$ cat config.mk
export PLATFORM = sky130hd
export DESIGN_NAME = pcw_core
export DESIGN_NICKNAME = d
export VERILOG_FILES = /design/src/rtl/pcw_pkg.sv /design/src/rtl/pcw_core.sv
export SDC_FILE = /design/constraint.sdc
export NUM_CORES = 1
export LEC_CHECK = 0
export BUFFER_PORTS_ARGS = -buffer_cell sky130_fd_sc_hd__buf_2
export CAP_MARGIN = 20
export CORE_MARGIN = 10
export CORE_UTILIZATION = 39
export CTS_CLUSTER_DIAMETER = 80
export DETAILED_ROUTE_END_ITERATION = 12
export HOLD_SLACK_MARGIN = 0.02
export RECOVER_POWER = 100
export SYNTH_ARGS = -nofsm -noshare
export SYNTH_HDL_FRONTEND = slang
export SYNTH_SLANG_ARGS = --single-unit
$ cat constraint.sdc
create_clock -name i_sys_clk -period 3.4 [get_ports i_sys_clk]
set_clock_uncertainty 0.2 [all_clocks]
set_input_delay 0.17 -clock i_sys_clk [delete_from_list [all_inputs] [get_ports i_sys_clk]]
set_output_delay 0.17 -clock i_sys_clk [all_outputs]
set_load 0.02 [all_outputs]
$ cat src/rtl/pcw_pkg.sv
package pcw_pkg;
    // Register indices on the plain register port
    localparam logic [3:0] ADDR_RISE_EN   = 4'h0;
    localparam logic [3:0] ADDR_FALL_EN   = 4'h1;
    localparam logic [3:0] ADDR_FLAGS     = 4'h2;
    localparam logic [3:0] ADDR_IRQ_MASK  = 4'h3;
    localparam logic [3:0] ADDR_WAKE_EN   = 4'h4;
    localparam logic [3:0] ADDR_WAKE_STAT = 4'h5;
    localparam logic [3:0] ADDR_CTRL      = 4'h6;

    // Reset values
    localparam logic [7:0] RST_BYTE  = 8'h00;
    localparam logic [3:0] RST_NIB   = 4'h0;

    // Wake source bit positions
    localparam int WK_PORT  = 0;
    localparam int WK_EXT   = 1;
    localparam int WK_PERIPH = 2;
    localparam int WK_WDOG  = 3;

    // Control register bit positions
    localparam int CTRL_GIE      = 0;
    localparam int CTRL_SLEEP    = 1;
    localparam int CTRL_PIN_RST  = 2;
    localparam int CTRL_BOR_EN   = 3;
    localparam int CTRL_WDOG_EN  = 4;

    typedef enum logic [2:0] {
        PCW_RUN,
        PCW_SLEEP,
        PCW_WAKE_NEXT,
        PCW_WAKE_ISR,
        PCW_RESET
    } pcw_state_t;
endpackage

$ cat src/rtl/pcw_core.sv
`timescale 1ns/1ns
`default_nettype none
module pcw_core (
    input  wire logic             i_sys_clk,
    input  wire logic             i_rst,
    input  wire logic [7:0]       i_port_pin,
    input  wire logic [3:0]       i_addr,
    input  wire logic [7:0]       i_wdata,
    input  wire logic             i_wr,
    input  wire logic             i_rd,
    input  wire logic             i_ext_irq,
    input  wire logic             i_periph_irq,
    input  wire logic             i_wdog_timeout,
    input  wire logic             i_pin_reset,
    input  wire logic             i_brownout,
    input  wire logic             i_power_on,
    input  wire logic             i_sleep_instr,
    output logic [7:0]            o_rdata,
    output logic                  o_irq,
    output logic                  o_sleeping,
    output logic                  o_prefetch_next,
    output logic                  o_resume_next,
    output logic                  o_isr_branch,
    output logic                  o_device_reset,
    output logic                  o_wdog_clear,
    output pcw_pkg::pcw_state_t   o_state
);
    import pcw_pkg::*;

    logic [7:0] rise_en_q;
    logic [7:0] fall_en_q;
    logic [7:0] flags_q;
    logic [7:0] pin_q;
    logic [7:0] irq_mask_q;
    logic [3:0] wake_en_q;
    logic [3:0] wake_stat_q;
    logic [4:0] ctrl_q;
    logic [7:0] rdata_q;
    logic [7:0] rise_hit;
    logic [7:0] fall_hit;
    logic [7:0] flags_d;
    logic [3:0] wake_src;
    logic       irq_wake;
    logic       rst_wake;
    logic       wk_reset_q;
    pcw_state_t state_q;

    function automatic logic wr_at(input logic [3:0] a);
        wr_at = i_wr && (i_addr == a);
    endfunction

    // ------------------------------------------------------------
    // Edge detection
    // ------------------------------------------------------------
    always_ff @(posedge i_sys_clk) begin
        if (i_rst) begin
            pin_q <= RST_BYTE;
        end else begin
            pin_q <= i_port_pin;
        end
    end

    genvar g;
    generate
        for (g = 0; g < 8; g++) begin : g_pin
            assign rise_hit[g] = rise_en_q[g] && i_port_pin[g] && !pin_q[g];
            assign fall_hit[g] = fall_en_q[g] && !i_port_pin[g] && pin_q[g];
        end
    endgenerate

    // ------------------------------------------------------------
    // Change flags
    // ------------------------------------------------------------
    always_comb begin
        flags_d = flags_q;
        // cleared only by write of one
        if (wr_at(ADDR_FLAGS)) begin
            flags_d = flags_d & ~i_wdata;
        end
        // rising or falling edge sets flag, set wins over clear
        flags_d = flags_d | rise_hit;
        flags_d = flags_d | fall_hit;
    end

    always_ff @(posedge i_sys_clk) begin
        if (i_rst) begin
            flags_q <= RST_BYTE;
        end else begin
            flags_q <= flags_d;
        end
    end

    assign o_irq = |(flags_q & irq_mask_q);

    // ------------------------------------------------------------
    // Configuration registers
    // ------------------------------------------------------------
    always_ff @(posedge i_sys_clk) begin
        if (i_rst) begin
            rise_en_q  <= RST_BYTE;
            fall_en_q  <= RST_BYTE;
            irq_mask_q <= RST_BYTE;
            wake_en_q  <= RST_NIB;
            ctrl_q     <= 5'h00;
        end else begin
            if (wr_at(ADDR_RISE_EN)) begin
                rise_en_q <= i_wdata;
            end
            if (wr_at(ADDR_FALL_EN)) begin
                fall_en_q <= i_wdata;
            end
            if (wr_at(ADDR_IRQ_MASK)) begin
                irq_mask_q <= i_wdata;
            end
            if (wr_at(ADDR_WAKE_EN)) begin
                wake_en_q <= i_wdata[3:0];
            end
            if (wr_at(ADDR_CTRL)) begin
                ctrl_q <= i_wdata[4:0];
            end
        end
    end

    always_ff @(posedge i_sys_clk) begin
        if (i_rst) begin
            rdata_q <= RST_BYTE;
        end else if (i_rd) begin
            case (i_addr)
                ADDR_RISE_EN:   rdata_q <= rise_en_q;
                ADDR_FALL_EN:   rdata_q <= fall_en_q;
                ADDR_FLAGS:     rdata_q <= flags_q;
                ADDR_IRQ_MASK:  rdata_q <= irq_mask_q;
                ADDR_WAKE_EN:   rdata_q <= {4'h0, wake_en_q};
                ADDR_WAKE_STAT: rdata_q <= {4'h0, wake_stat_q};
                ADDR_CTRL:      rdata_q <= {3'h0, ctrl_q};
                default:        rdata_q <= RST_BYTE;
            endcase
        end else begin
            rdata_q <= RST_BYTE;
        end
    end
    assign o_rdata = rdata_q;

    // ------------------------------------------------------------
    // Wake control
    // ------------------------------------------------------------
    // each source gated by its own enable except power-on
    assign wake_src[WK_PORT]   = o_irq && wake_en_q[WK_PORT];
    assign wake_src[WK_EXT]    = i_ext_irq && wake_en_q[WK_EXT];
    assign wake_src[WK_PERIPH] = i_periph_irq && wake_en_q[WK_PERIPH];
    assign wake_src[WK_WDOG]   = i_wdog_timeout && ctrl_q[CTRL_WDOG_EN];
    assign irq_wake = |wake_src;
    assign rst_wake = (i_pin_reset && ctrl_q[CTRL_PIN_RST])
                   || (i_brownout && ctrl_q[CTRL_BOR_EN])
                   || i_power_on;

    always_ff @(posedge i_sys_clk) begin
        if (i_rst) begin
            state_q <= PCW_RUN;
        end else begin
            case (state_q)
                PCW_RUN: begin
                    if (rst_wake) begin
                        state_q <= PCW_RESET;
                    end else if (i_sleep_instr) begin
                        state_q <= PCW_SLEEP;
                    end
                end
                PCW_SLEEP: begin
                    if (rst_wake) begin
                        state_q <= PCW_RESET;
                    end else if (irq_wake && ctrl_q[CTRL_GIE]) begin
                        state_q <= PCW_WAKE_ISR;
                    end else if (irq_wake) begin
                        state_q <= PCW_WAKE_NEXT;
                    end
                end
                PCW_WAKE_NEXT: state_q <= PCW_RUN;
                PCW_WAKE_ISR:  state_q <= PCW_RUN;
                PCW_RESET:     state_q <= PCW_RUN;
                default:       state_q <= PCW_RUN;
            endcase
        end
    end

    always_ff @(posedge i_sys_clk) begin
        if (i_rst) begin
            wake_stat_q <= RST_NIB;
        end else if (state_q == PCW_SLEEP && !rst_wake && irq_wake) begin
            wake_stat_q <= wake_src;
        end else if (wr_at(ADDR_WAKE_STAT)) begin
            wake_stat_q <= wake_stat_q & ~i_wdata[3:0];
        end
    end

    always_ff @(posedge i_sys_clk) begin
        if (i_rst) begin
            wk_reset_q <= 1'b0;
        end else begin
            wk_reset_q <= (state_q == PCW_SLEEP) && rst_wake;
        end
    end

    assign o_sleeping      = (state_q == PCW_SLEEP);
    // prefetch PC plus one during sleep instruction
    assign o_prefetch_next = (state_q == PCW_RUN) && i_sleep_instr;
    assign o_resume_next   = (state_q == PCW_WAKE_NEXT)
                          || (state_q == PCW_WAKE_ISR);
    assign o_isr_branch    = (state_q == PCW_WAKE_ISR);
    assign o_device_reset  = (state_q == PCW_RESET);
    // watchdog cleared on any sleep exit
    assign o_wdog_clear    = (state_q == PCW_SLEEP)
                          && (rst_wake || irq_wake);
    assign o_state         = state_q;

    // ------------------------------------------------------------
    // Checks
    // ------------------------------------------------------------
    chk_rise_sets_flag: assert property (
        @(posedge i_sys_clk) disable iff (i_rst)
        (rise_en_q[0] && i_port_pin[0] && !pin_q[0]) |=> flags_q[0])
        else $error("rising edge did not set flag");
    chk_fall_sets_flag: assert property (
        @(posedge i_sys_clk) disable iff (i_rst)
        (fall_en_q[1] && !i_port_pin[1] && pin_q[1]) |=> flags_q[1])
        else $error("falling edge did not set flag");
    chk_rise_disarmed: assert property (
        @(posedge i_sys_clk) disable iff (i_rst)
        (!rise_en_q[2] && !fall_en_q[2] && !flags_q[2]) |=> !flags_q[2])
        else $error("disarmed pin flag set");
    chk_fall_disarmed: assert property (
        @(posedge i_sys_clk) disable iff (i_rst)
        (!fall_en_q[3] && !flags_q[3] && !(i_port_pin[3] && !pin_q[3]))
        |=> !flags_q[3])
        else $error("falling disarmed yet flag set");
    chk_flag_sticky: assert property (
        @(posedge i_sys_clk) disable iff (i_rst)
        (flags_q[4] && !wr_at(ADDR_FLAGS)) |=> flags_q[4])
        else $error("flag dropped without clear");
    chk_irq_level: assert property (
        @(posedge i_sys_clk) disable iff (i_rst)
        o_irq == |(flags_q & irq_mask_q))
        else $error("irq does not follow flags");
    chk_reset_wake: assert property (
        @(posedge i_sys_clk) disable iff (i_rst)
        (o_sleeping && rst_wake) |=> o_device_reset && !o_resume_next)
        else $error("reset wake did not reset");
    chk_resume_wake: assert property (
        @(posedge i_sys_clk) disable iff (i_rst)
        (o_sleeping && !rst_wake && irq_wake)
        |=> o_resume_next && !o_device_reset ##1 state_q == PCW_RUN)
        else $error("interrupt wake did not resume");
    chk_gie_isr: assert property (
        @(posedge i_sys_clk) disable iff (i_rst)
        (o_sleeping && !rst_wake && irq_wake && ctrl_q[CTRL_GIE])
        |=> o_isr_branch)
        else $error("no isr branch with global enable");
    chk_gie_clear: assert property (
        @(posedge i_sys_clk) disable iff (i_rst)
        (o_sleeping && !rst_wake && irq_wake && !ctrl_q[CTRL_GIE])
        |=> !o_isr_branch && o_resume_next)
        else $error("isr branch without global enable");
    chk_wdog_clear: assert property (
        @(posedge i_sys_clk) disable iff (i_rst)
        (o_sleeping ##1 !o_sleeping) |-> $past(o_wdog_clear))
        else $error("sleep exit without watchdog clear");
    chk_wake_gated: assert property (
        @(posedge i_sys_clk) disable iff (i_rst)
        (o_sleeping && !rst_wake && !wake_en_q[WK_EXT] && !wake_en_q[WK_PORT]
         && !wake_en_q[WK_PERIPH] && !i_wdog_timeout) |=> o_sleeping)
        else $error("disabled source woke device");

    // ------------------------------------------------------------
    // Flag, wake and register checks
    // ------------------------------------------------------------
    chk_rise_off: assert property (
        @(posedge i_sys_clk) disable iff (i_rst)
        !rise_en_q[0] |-> !rise_hit[0])
        else $error("rise hit while disarmed");
    chk_set_wins: assert property (
        @(posedge i_sys_clk) disable iff (i_rst)
        (wr_at(ADDR_FLAGS) && rise_hit[6]) |=> flags_q[6])
        else $error("clear beat rising set");
    chk_fall_wins: assert property (
        @(posedge i_sys_clk) disable iff (i_rst)
        (wr_at(ADDR_FLAGS) && fall_hit[7]) |=> flags_q[7])
        else $error("clear beat falling set");
    chk_clear_works: assert property (
        @(posedge i_sys_clk) disable iff (i_rst)
        (wr_at(ADDR_FLAGS) && i_wdata[5] && !rise_hit[5] && !fall_hit[5])
        |=> !flags_q[5])
        else $error("write of one did not clear flag");
    chk_flag_read: assert property (
        @(posedge i_sys_clk) disable iff (i_rst)
        (i_rd && i_addr == ADDR_FLAGS) |=> o_rdata == $past(flags_q))
        else $error("flag read wrong");
    chk_irq_held: assert property (
        @(posedge i_sys_clk) disable iff (i_rst)
        (o_irq && !wr_at(ADDR_FLAGS) && !wr_at(ADDR_IRQ_MASK)) |=> o_irq)
        else $error("irq dropped without clear");
    chk_wake_any: assert property (
        @(posedge i_sys_clk) disable iff (i_rst)
        (o_sleeping && (rst_wake || irq_wake)) |=> !o_sleeping)
        else $error("wake event ignored");
    chk_sleep_hold: assert property (
        @(posedge i_sys_clk) disable iff (i_rst)
        (o_sleeping && !rst_wake && !irq_wake) |=> o_sleeping)
        else $error("left sleep without event");
    chk_reset_flop: assert property (
        @(posedge i_sys_clk) disable iff (i_rst)
        wk_reset_q |-> o_device_reset)
        else $error("reset wake not followed by reset");
    chk_reset_one: assert property (
        @(posedge i_sys_clk) disable iff (i_rst)
        o_device_reset |=> state_q == PCW_RUN)
        else $error("reset pulse too long");
    chk_sleep_entry: assert property (
        @(posedge i_sys_clk) disable iff (i_rst)
        (state_q == PCW_RUN && i_sleep_instr && !rst_wake) |=> o_sleeping)
        else $error("sleep instruction not taken");
    chk_prefetch_idle: assert property (
        @(posedge i_sys_clk) disable iff (i_rst)
        !i_sleep_instr |-> !o_prefetch_next)
        else $error("prefetch without sleep instruction");
    chk_wake_stat: assert property (
        @(posedge i_sys_clk) disable iff (i_rst)
        (o_sleeping && !rst_wake && irq_wake)
        |=> wake_stat_q == $past(wake_src))
        else $error("wake sources not recorded");
    chk_ext_wake: assert property (
        @(posedge i_sys_clk) disable iff (i_rst)
        (o_sleeping && !rst_wake && i_ext_irq && wake_en_q[WK_EXT])
        |=> o_resume_next)
        else $error("enabled interrupt did not wake");
    chk_isr_gie: assert property (
        @(posedge i_sys_clk) disable iff (i_rst)
        o_isr_branch |-> $past(ctrl_q[CTRL_GIE]))
        else $error("isr branch with global enable clear");
    chk_isr_next: assert property (
        @(posedge i_sys_clk) disable iff (i_rst)
        o_isr_branch |-> o_resume_next ##1 state_q == PCW_RUN)
        else $error("isr branch without next instruction");
    chk_wdog_awake: assert property (
        @(posedge i_sys_clk) disable iff (i_rst)
        !o_sleeping |-> !o_wdog_clear)
        else $error("watchdog cleared while awake");
endmodule
`default_nettype wire

Word level (Yosys, flattened, before mapping) --
Index checks and enable logic that the tools add are counted.
Operators by class: bitwise gates (word level) 8, eq/ne operators 12, reduce and logical (&&, ||, !) cells 78, multiplexer cells 10
Operators with widths (number):
- $pmux 8 s7 | 1
- $logic_and 1x1->1 | 50
- $logic_not 1->1 | 17
- $and 8x8->8 | 2
- $or 8x8->8 | 2
- $mux 3 | 5
- $eq 4x3->1 const B | 3
- $eq 4x2->1 const B | 2
- $mux 4 | 2
- $mux 8 | 1
- $not 8->8 | 1
- $reduce_or 8->1 | 1
- $eq 3x2->1 const B | 2
- $pmux 3 s2 | 1
- $and 4x4->4 | 1
- $eq 4x1->1 const B | 1
- $logic_not 4->1 | 1
- $logic_or 1x1->1 | 4
- $ne 4x1->1 const B | 1
- $not 4->4 | 1
- $reduce_or 4->1 | 1
- $eq 3x1->1 const B | 1
- $eq 3x3->1 const B | 1
- $logic_not 3->1 | 1
- other kinds (5) | 5
Word-level totals: bits in registers 64, output and inout bits 18, input bits 31, logic and storage cells 118

Depth between registers and ports, before layout --
depth after elaboration 8, depth in mapped cells 7, gate-level depth less buffers 5

Least setup slack after synthesis --
Ideal clock, no wire load.
path kind reg2out, from register state_q[0], in the netlist o_state[0], to output o_wdog_clear, arrival time 1749 ps, cell stages (with the launch flop) 4, setup slack 1281 ps, data required time 3030 ps, buffers on the path 0, path through dfxtp_1 inv_1 nor3_1 a21boi_0
Between the ends: word-level cells in the longest chain between the ends 2
RTL lines:
- start, declared | RTL line pcw_core.sv:46 | pcw_state_t state_q;
- start signal, assigned | RTL line pcw_core.sv:159 | state_q <= PCW_RUN;
- start signal, assigned | RTL line pcw_core.sv:164 | state_q <= PCW_RESET;
- start signal, assigned | RTL line pcw_core.sv:166 | state_q <= PCW_SLEEP;
- $eq 3x1->1
- via o_sleeping | RTL line pcw_core.sv:20 | output logic o_sleeping,
- $logic_and 1x1->1 | RTL line pcw_core.sv:213 | && (rst_wake || irq_wake);
- end, declared | RTL line pcw_core.sv:25 | output logic o_wdog_clear,
The timed path passes the listed nets, and every way through them passes these cells.

Worst setup path after layout --
from input i_pin_reset, to register state_q[0], in the netlist o_state[0]
Between the ends: word-level cells in the longest chain between the ends 5, elaborated cells on any way between the ends 9, those cells by class eq/ne: 2; mux: 3; reduce/logical: 4
RTL lines:
- start, declared | RTL line pcw_core.sv:14 | input wire logic i_pin_reset,
- $logic_and 1x1->1 (*) | RTL line pcw_core.sv:153 | assign rst_wake = (i_pin_reset && ctrl_q[CTRL_PIN_RST])
- $logic_or 1x1->1 (*) | RTL line pcw_core.sv:154 | || (i_brownout && ctrl_q[CTRL_BOR_EN])
- $logic_or 1x1->1 (*) | RTL line pcw_core.sv:155 | || i_power_on;
- $ne 4x1->1 (no source line) (tied with other cells)
- $reduce_and 2->1 (no source line) / $pmux 3 s2 (equally long branches)
Mark *: on every way between the ends. The rest lies on a longest branch, timed or not. A chain may end at the register's enable or synchronous reset.

==> out/qor.json <==
{
  "crit_required_ns": 3.49,
  "grtUsageMet3_pct": 5.15,
  "gr-usage-met2_pct": 23.4,
  "final_period_minus_worst_setup_slack_ns": 2.52,
  "yosys-top-cells-count": "sky130_fd_sc_hd__dfxtp_1 (64), sky130_fd_sc_hd__nor2_1 (51), sky130_fd_sc_hd__a21oi_1 (31)",
  "io_pins": 49,
  "final_period_util_pct": 74.1,
  "worst_hold_startpoint": "i_wr",
  "clock_input_transition_at_the_sequential_cells_of_the_worst_setup_and_hold_paths_ns": 0.07,
  "synth_area_leaders": "sky130_fd_sc_hd__dfxtp_1 (44%), sky130_fd_sc_hd__nor2_1 (6.5%), sky130_fd_sc_hd__mux2i_1 (5.8%)",
  "global_route.usage.met1_pct": 17.9,
  "cpMaxStageDelayCell": "sky130_fd_sc_hd__dlygate4sd3_1",
  "cts_root_buf": "sky130_fd_sc_hd__clkbuf_8",
  "insertion_delay_to_the_later_sink_of_the_worst_skew_pair_ns": 0.34,
  "number_of_global_route_vias_before_repair": 2622,
  "synth-seq-cells": 64,
  "synth_fp_nets": 359,
  "timing.final.max_slew_violations": 36,
  "critical_path_arrival_ns": 2.61,
  "initial_core_util_pct": 40.1,
  "regToRegEndpoint": "o_state[0]",
  "finalNetCount": 423,
  "ctsLongestPathBuffers": 2,
  "worst_pin_slew_ns": 1.64,
  "power_report.internal_total_uw": 1150,
  "critPathCaptureType": "register",
  "final_layout_size_suffix_gt1_share_pct": 13.9,
  "post-synth-top-area-cell": "sky130_fd_sc_hd__dfxtp_1",
  "dr.first_iter.drc_count": 193,
  "synthDistinctLibCells": 47,
  "crit_type": "in -> reg",
  "power.combinational.fraction_pct": 8.5,
  "synth_edf_count": 0,
  "grt_pass1_wl_um": 13400,
  "rd_place_congestion": 0.822,
  "netlist_area_um2": 2930,
  "grt_start_max_net_pins": 36,
  "die_y_um": 107,
  "start_of_the_worst_register_to_register_path": "ctrl_q[3]",
  "crit_path_frequent_cell": "sky130_fd_sc_hd__dlygate4sd3_1",
  "detailedPlacementHpwl_um": 5420,
  "core_um2": 7290,
  "layoutNonFillerInstCount": 496,
  "max_clock_freq_ghz": 0.397,
  "grt-ovfl-total": 0,
  "gr-max-usage-layer": "met2",
  "setup-violations-final": 0,
  "sw_frac_of_total_pct": 24.2,
  "vias": 2620,
  "worst_setup_path_start_kind": "input pin",
  "antenna_cells_inserted": 0,
  "cts_tree": "built",
  "cts.sink_count": 64,
  "min_path_cells": 3,
  "post-route-drc-count": 0,
  "post-route-util_pct": 48.1,
  "grt_antenna_before_repair": 0,
  "ff2ff_setup_slack_ns": 1.00,
  "post_drt_wl_per_cell_um": 16.0,
  "yosys_most_used_dff": "sky130_fd_sc_hd__dfxtp_1",
  "cell_count_of_the_worst_reg_to_reg_path": 4,
  "powerDensity_nw_per_um2": 433,
  "max-vdd-ir-drop_uv": 352,
  "core.rowCount": 31,
  "netlist.area_leader.share_pct": 43.8,
  "drt.antenna.violating_nets": 0,
  "grt_setup_unrepaired": "false",
  "failed_checks": "capacitance limit, slew limit",
  "synthesis.instances": 328,
  "tritoncts.num_buffers": 9,
  "cts.repair_timing.setup_buffer_count": 0,
  "detail_route.first_pass.iterations": 5,
  "htree_levels": 3,
  "p_clk_share_pct": 40.7,
  "timing.critical_path.cells": "dlygate4sd3_1 > buf_2 > a221oi_1 > dlygate4sd3_1 > o311a_1 > dlygate4sd3_1",
  "gr-usage-all-layers_pct": 14.6,
  "max-slew-margin-rel_pct": -9.48,
  "fp.dieArea_um2": 11400,
  "syn_avg_cell_area_um2": 8.92,
  "power.sequential.fraction_pct": 50.8,
  "yosysWarningCount": 0,
  "area_growth_pct": 20.0,
  "async_reset_ff_share_pct": 0,
  "cap_violations": 1,
  "dieWidth_um": 107,
  "placedCellCount": 459,
  "critical-path-max-stage-delay_ns": 0.66,
  "static-leakage-power_uw": 0.00126,
  "synth.yosys.seq_area_share_pct": 43.8,
  "finalHoldViolations": 0,
  "power.net_switching_uw": 367,
  "post_drt_via_cell_ratio": 5.28,
  "timing.final.ws_setup_ns": 0.879,
  "portBuffers": 48,
  "yosys.cell_count.top_type": "sky130_fd_sc_hd__dfxtp_1",
  "postRouteWirelength_um": 7950,
  "fin_tns_setup_ns": 0,
  "hold_end": "fall_en_q[6]",
  "status": "finished, violations left",
  "placement.setup.worst_slack_ns": 1.21,
  "critPathMaxFanout": 3,
  "min_path_type": "in -> reg"
}
==> power groups by stage <==
stage | logic [uW] | clock network [uW] | registers (uW)
after floorplan | 73.1 | 0 | 788
after global placement | 116 | 0 | 788
after detailed placement | 117 | 0 | 788
after CTS | 136 | 635 | 772
after global routing | 144 | 671 | 773
final | 130 | 618 | 772
==> logic make-up after synthesis <==
logic type | synth area share, %
multiplexers | 9.67
flip-flops | 43.8
buffers and inverters | 4.88
AND/OR/NAND/NOR | 25.2
AO/OA/AOI/OAI | 16.5
==> layer usage <==
layer / routed length [um] / share of wire [%]
met5: 0 / 0
met4: 98 / 1.2
met3: 500 / 6.3
met2: 3830 / 48
met1: 3530 / 44
==> stage by stage <==
step | cell area [um2] | hold slack, ns | total power (uW)
final | 3510 | 0.0380 | 1520
after detailed placement | 3200 | 0.213 | 906
after floorplan | 2930 | 0.0467 | 861
after CTS | 3590 | 0.0291 | 1540
after global placement | 3200 | 0.205 | 905
after global routing | 3510 | 0.0462 | 1590
==> worst max-delay path, delay by kind of cell <==
kind,cells,cell delay (ns)
AOI/OAI and AO/OA,2,0.59
buffers and inverters,4,1.84
==> how the worst max path moves through the flow <==
| stage | from | endpoint |
|---|---|---|
| 2_1_floorplan | o_state[0] | o_wdog_clear |
| 3_3_place_gp | i_addr[0] | fall_en_q[0] |
| 3_5_place_dp | i_addr[0] | fall_en_q[0] |
| 4_1_cts | i_pin_reset | o_state[0] |
| 5_1_grt | flags_q[4] | o_wdog_clear |
| 6_report | i_pin_reset | o_state[0] |
==> cells in the final DEF (no fill, tap or decap), types with 2 or more instances in the layout <==
cell / Yosys / routed
sky130_fd_sc_hd__nor2_1: 51 / 54
sky130_fd_sc_hd__o21ai_0: 11 / 11
sky130_fd_sc_hd__nand3_1: 17 / 18
sky130_fd_sc_hd__dlygate4sd3_1: 0 / 21
sky130_fd_sc_hd__and3_1: 2 / 2
sky130_fd_sc_hd__a21oi_1: 31 / 31
sky130_fd_sc_hd__a221oi_1: 0 / 2
sky130_fd_sc_hd__a21boi_2: 3 / 2
sky130_fd_sc_hd__clkbuf_8: 0 / 9
sky130_fd_sc_hd__clkbuf_1: 7 / 25
sky130_fd_sc_hd__clkinv_2: 0 / 3
sky130_fd_sc_hd__nor3_1: 2 / 2
sky130_fd_sc_hd__a22o_1: 3 / 3
sky130_fd_sc_hd__mux4_2: 2 / 2
sky130_fd_sc_hd__inv_1: 11 / 11
sky130_fd_sc_hd__a22oi_1: 5 / 5
sky130_fd_sc_hd__a21boi_0: 1 / 2
sky130_fd_sc_hd__nand2b_1: 2 / 2
sky130_fd_sc_hd__buf_2: 3 / 27
sky130_fd_sc_hd__nand2_1: 17 / 17
sky130_fd_sc_hd__mux2_2: 6 / 6
sky130_fd_sc_hd__nand3b_1: 17 / 18
sky130_fd_sc_hd__a31oi_1: 9 / 9
sky130_fd_sc_hd__dfxtp_1: 64 / 64
sky130_fd_sc_hd__nor2b_1: 11 / 11
sky130_fd_sc_hd__mux2i_1: 17 / 17
sky130_fd_sc_hd__nor4_1: 3 / 3
==> cell type report <==
type,count,area (um2)
Tap cell,99,124
Sequential cell,64,1280
Fill cell,741,3780
Inverter,11,41.3
Clock buffer,12,135
Timing Repair Buffer,70,428
Clock inverter,4,45.0
Multi-Input combinational cell,236,1460
==> what timing repair did <==
item	in CTS	in global routing
hold buffers	21	0
setup endpoints to repair	0	0
gates resized for setup	0	0
endpoints found under the hold margin	46	0
==> registers in the layout, indices dropped and copies added, names as in the netlist <==
signal and flops:
fall_en_q 8, flags_q 8, irq_mask_q 8, o_rdata 8
pin_q 8, rise_en_q 8, ctrl_q 5, wake_en_q 4
wake_stat_q 4, o_state 3
No activity file was read; power rests on OpenSTA's default activity.
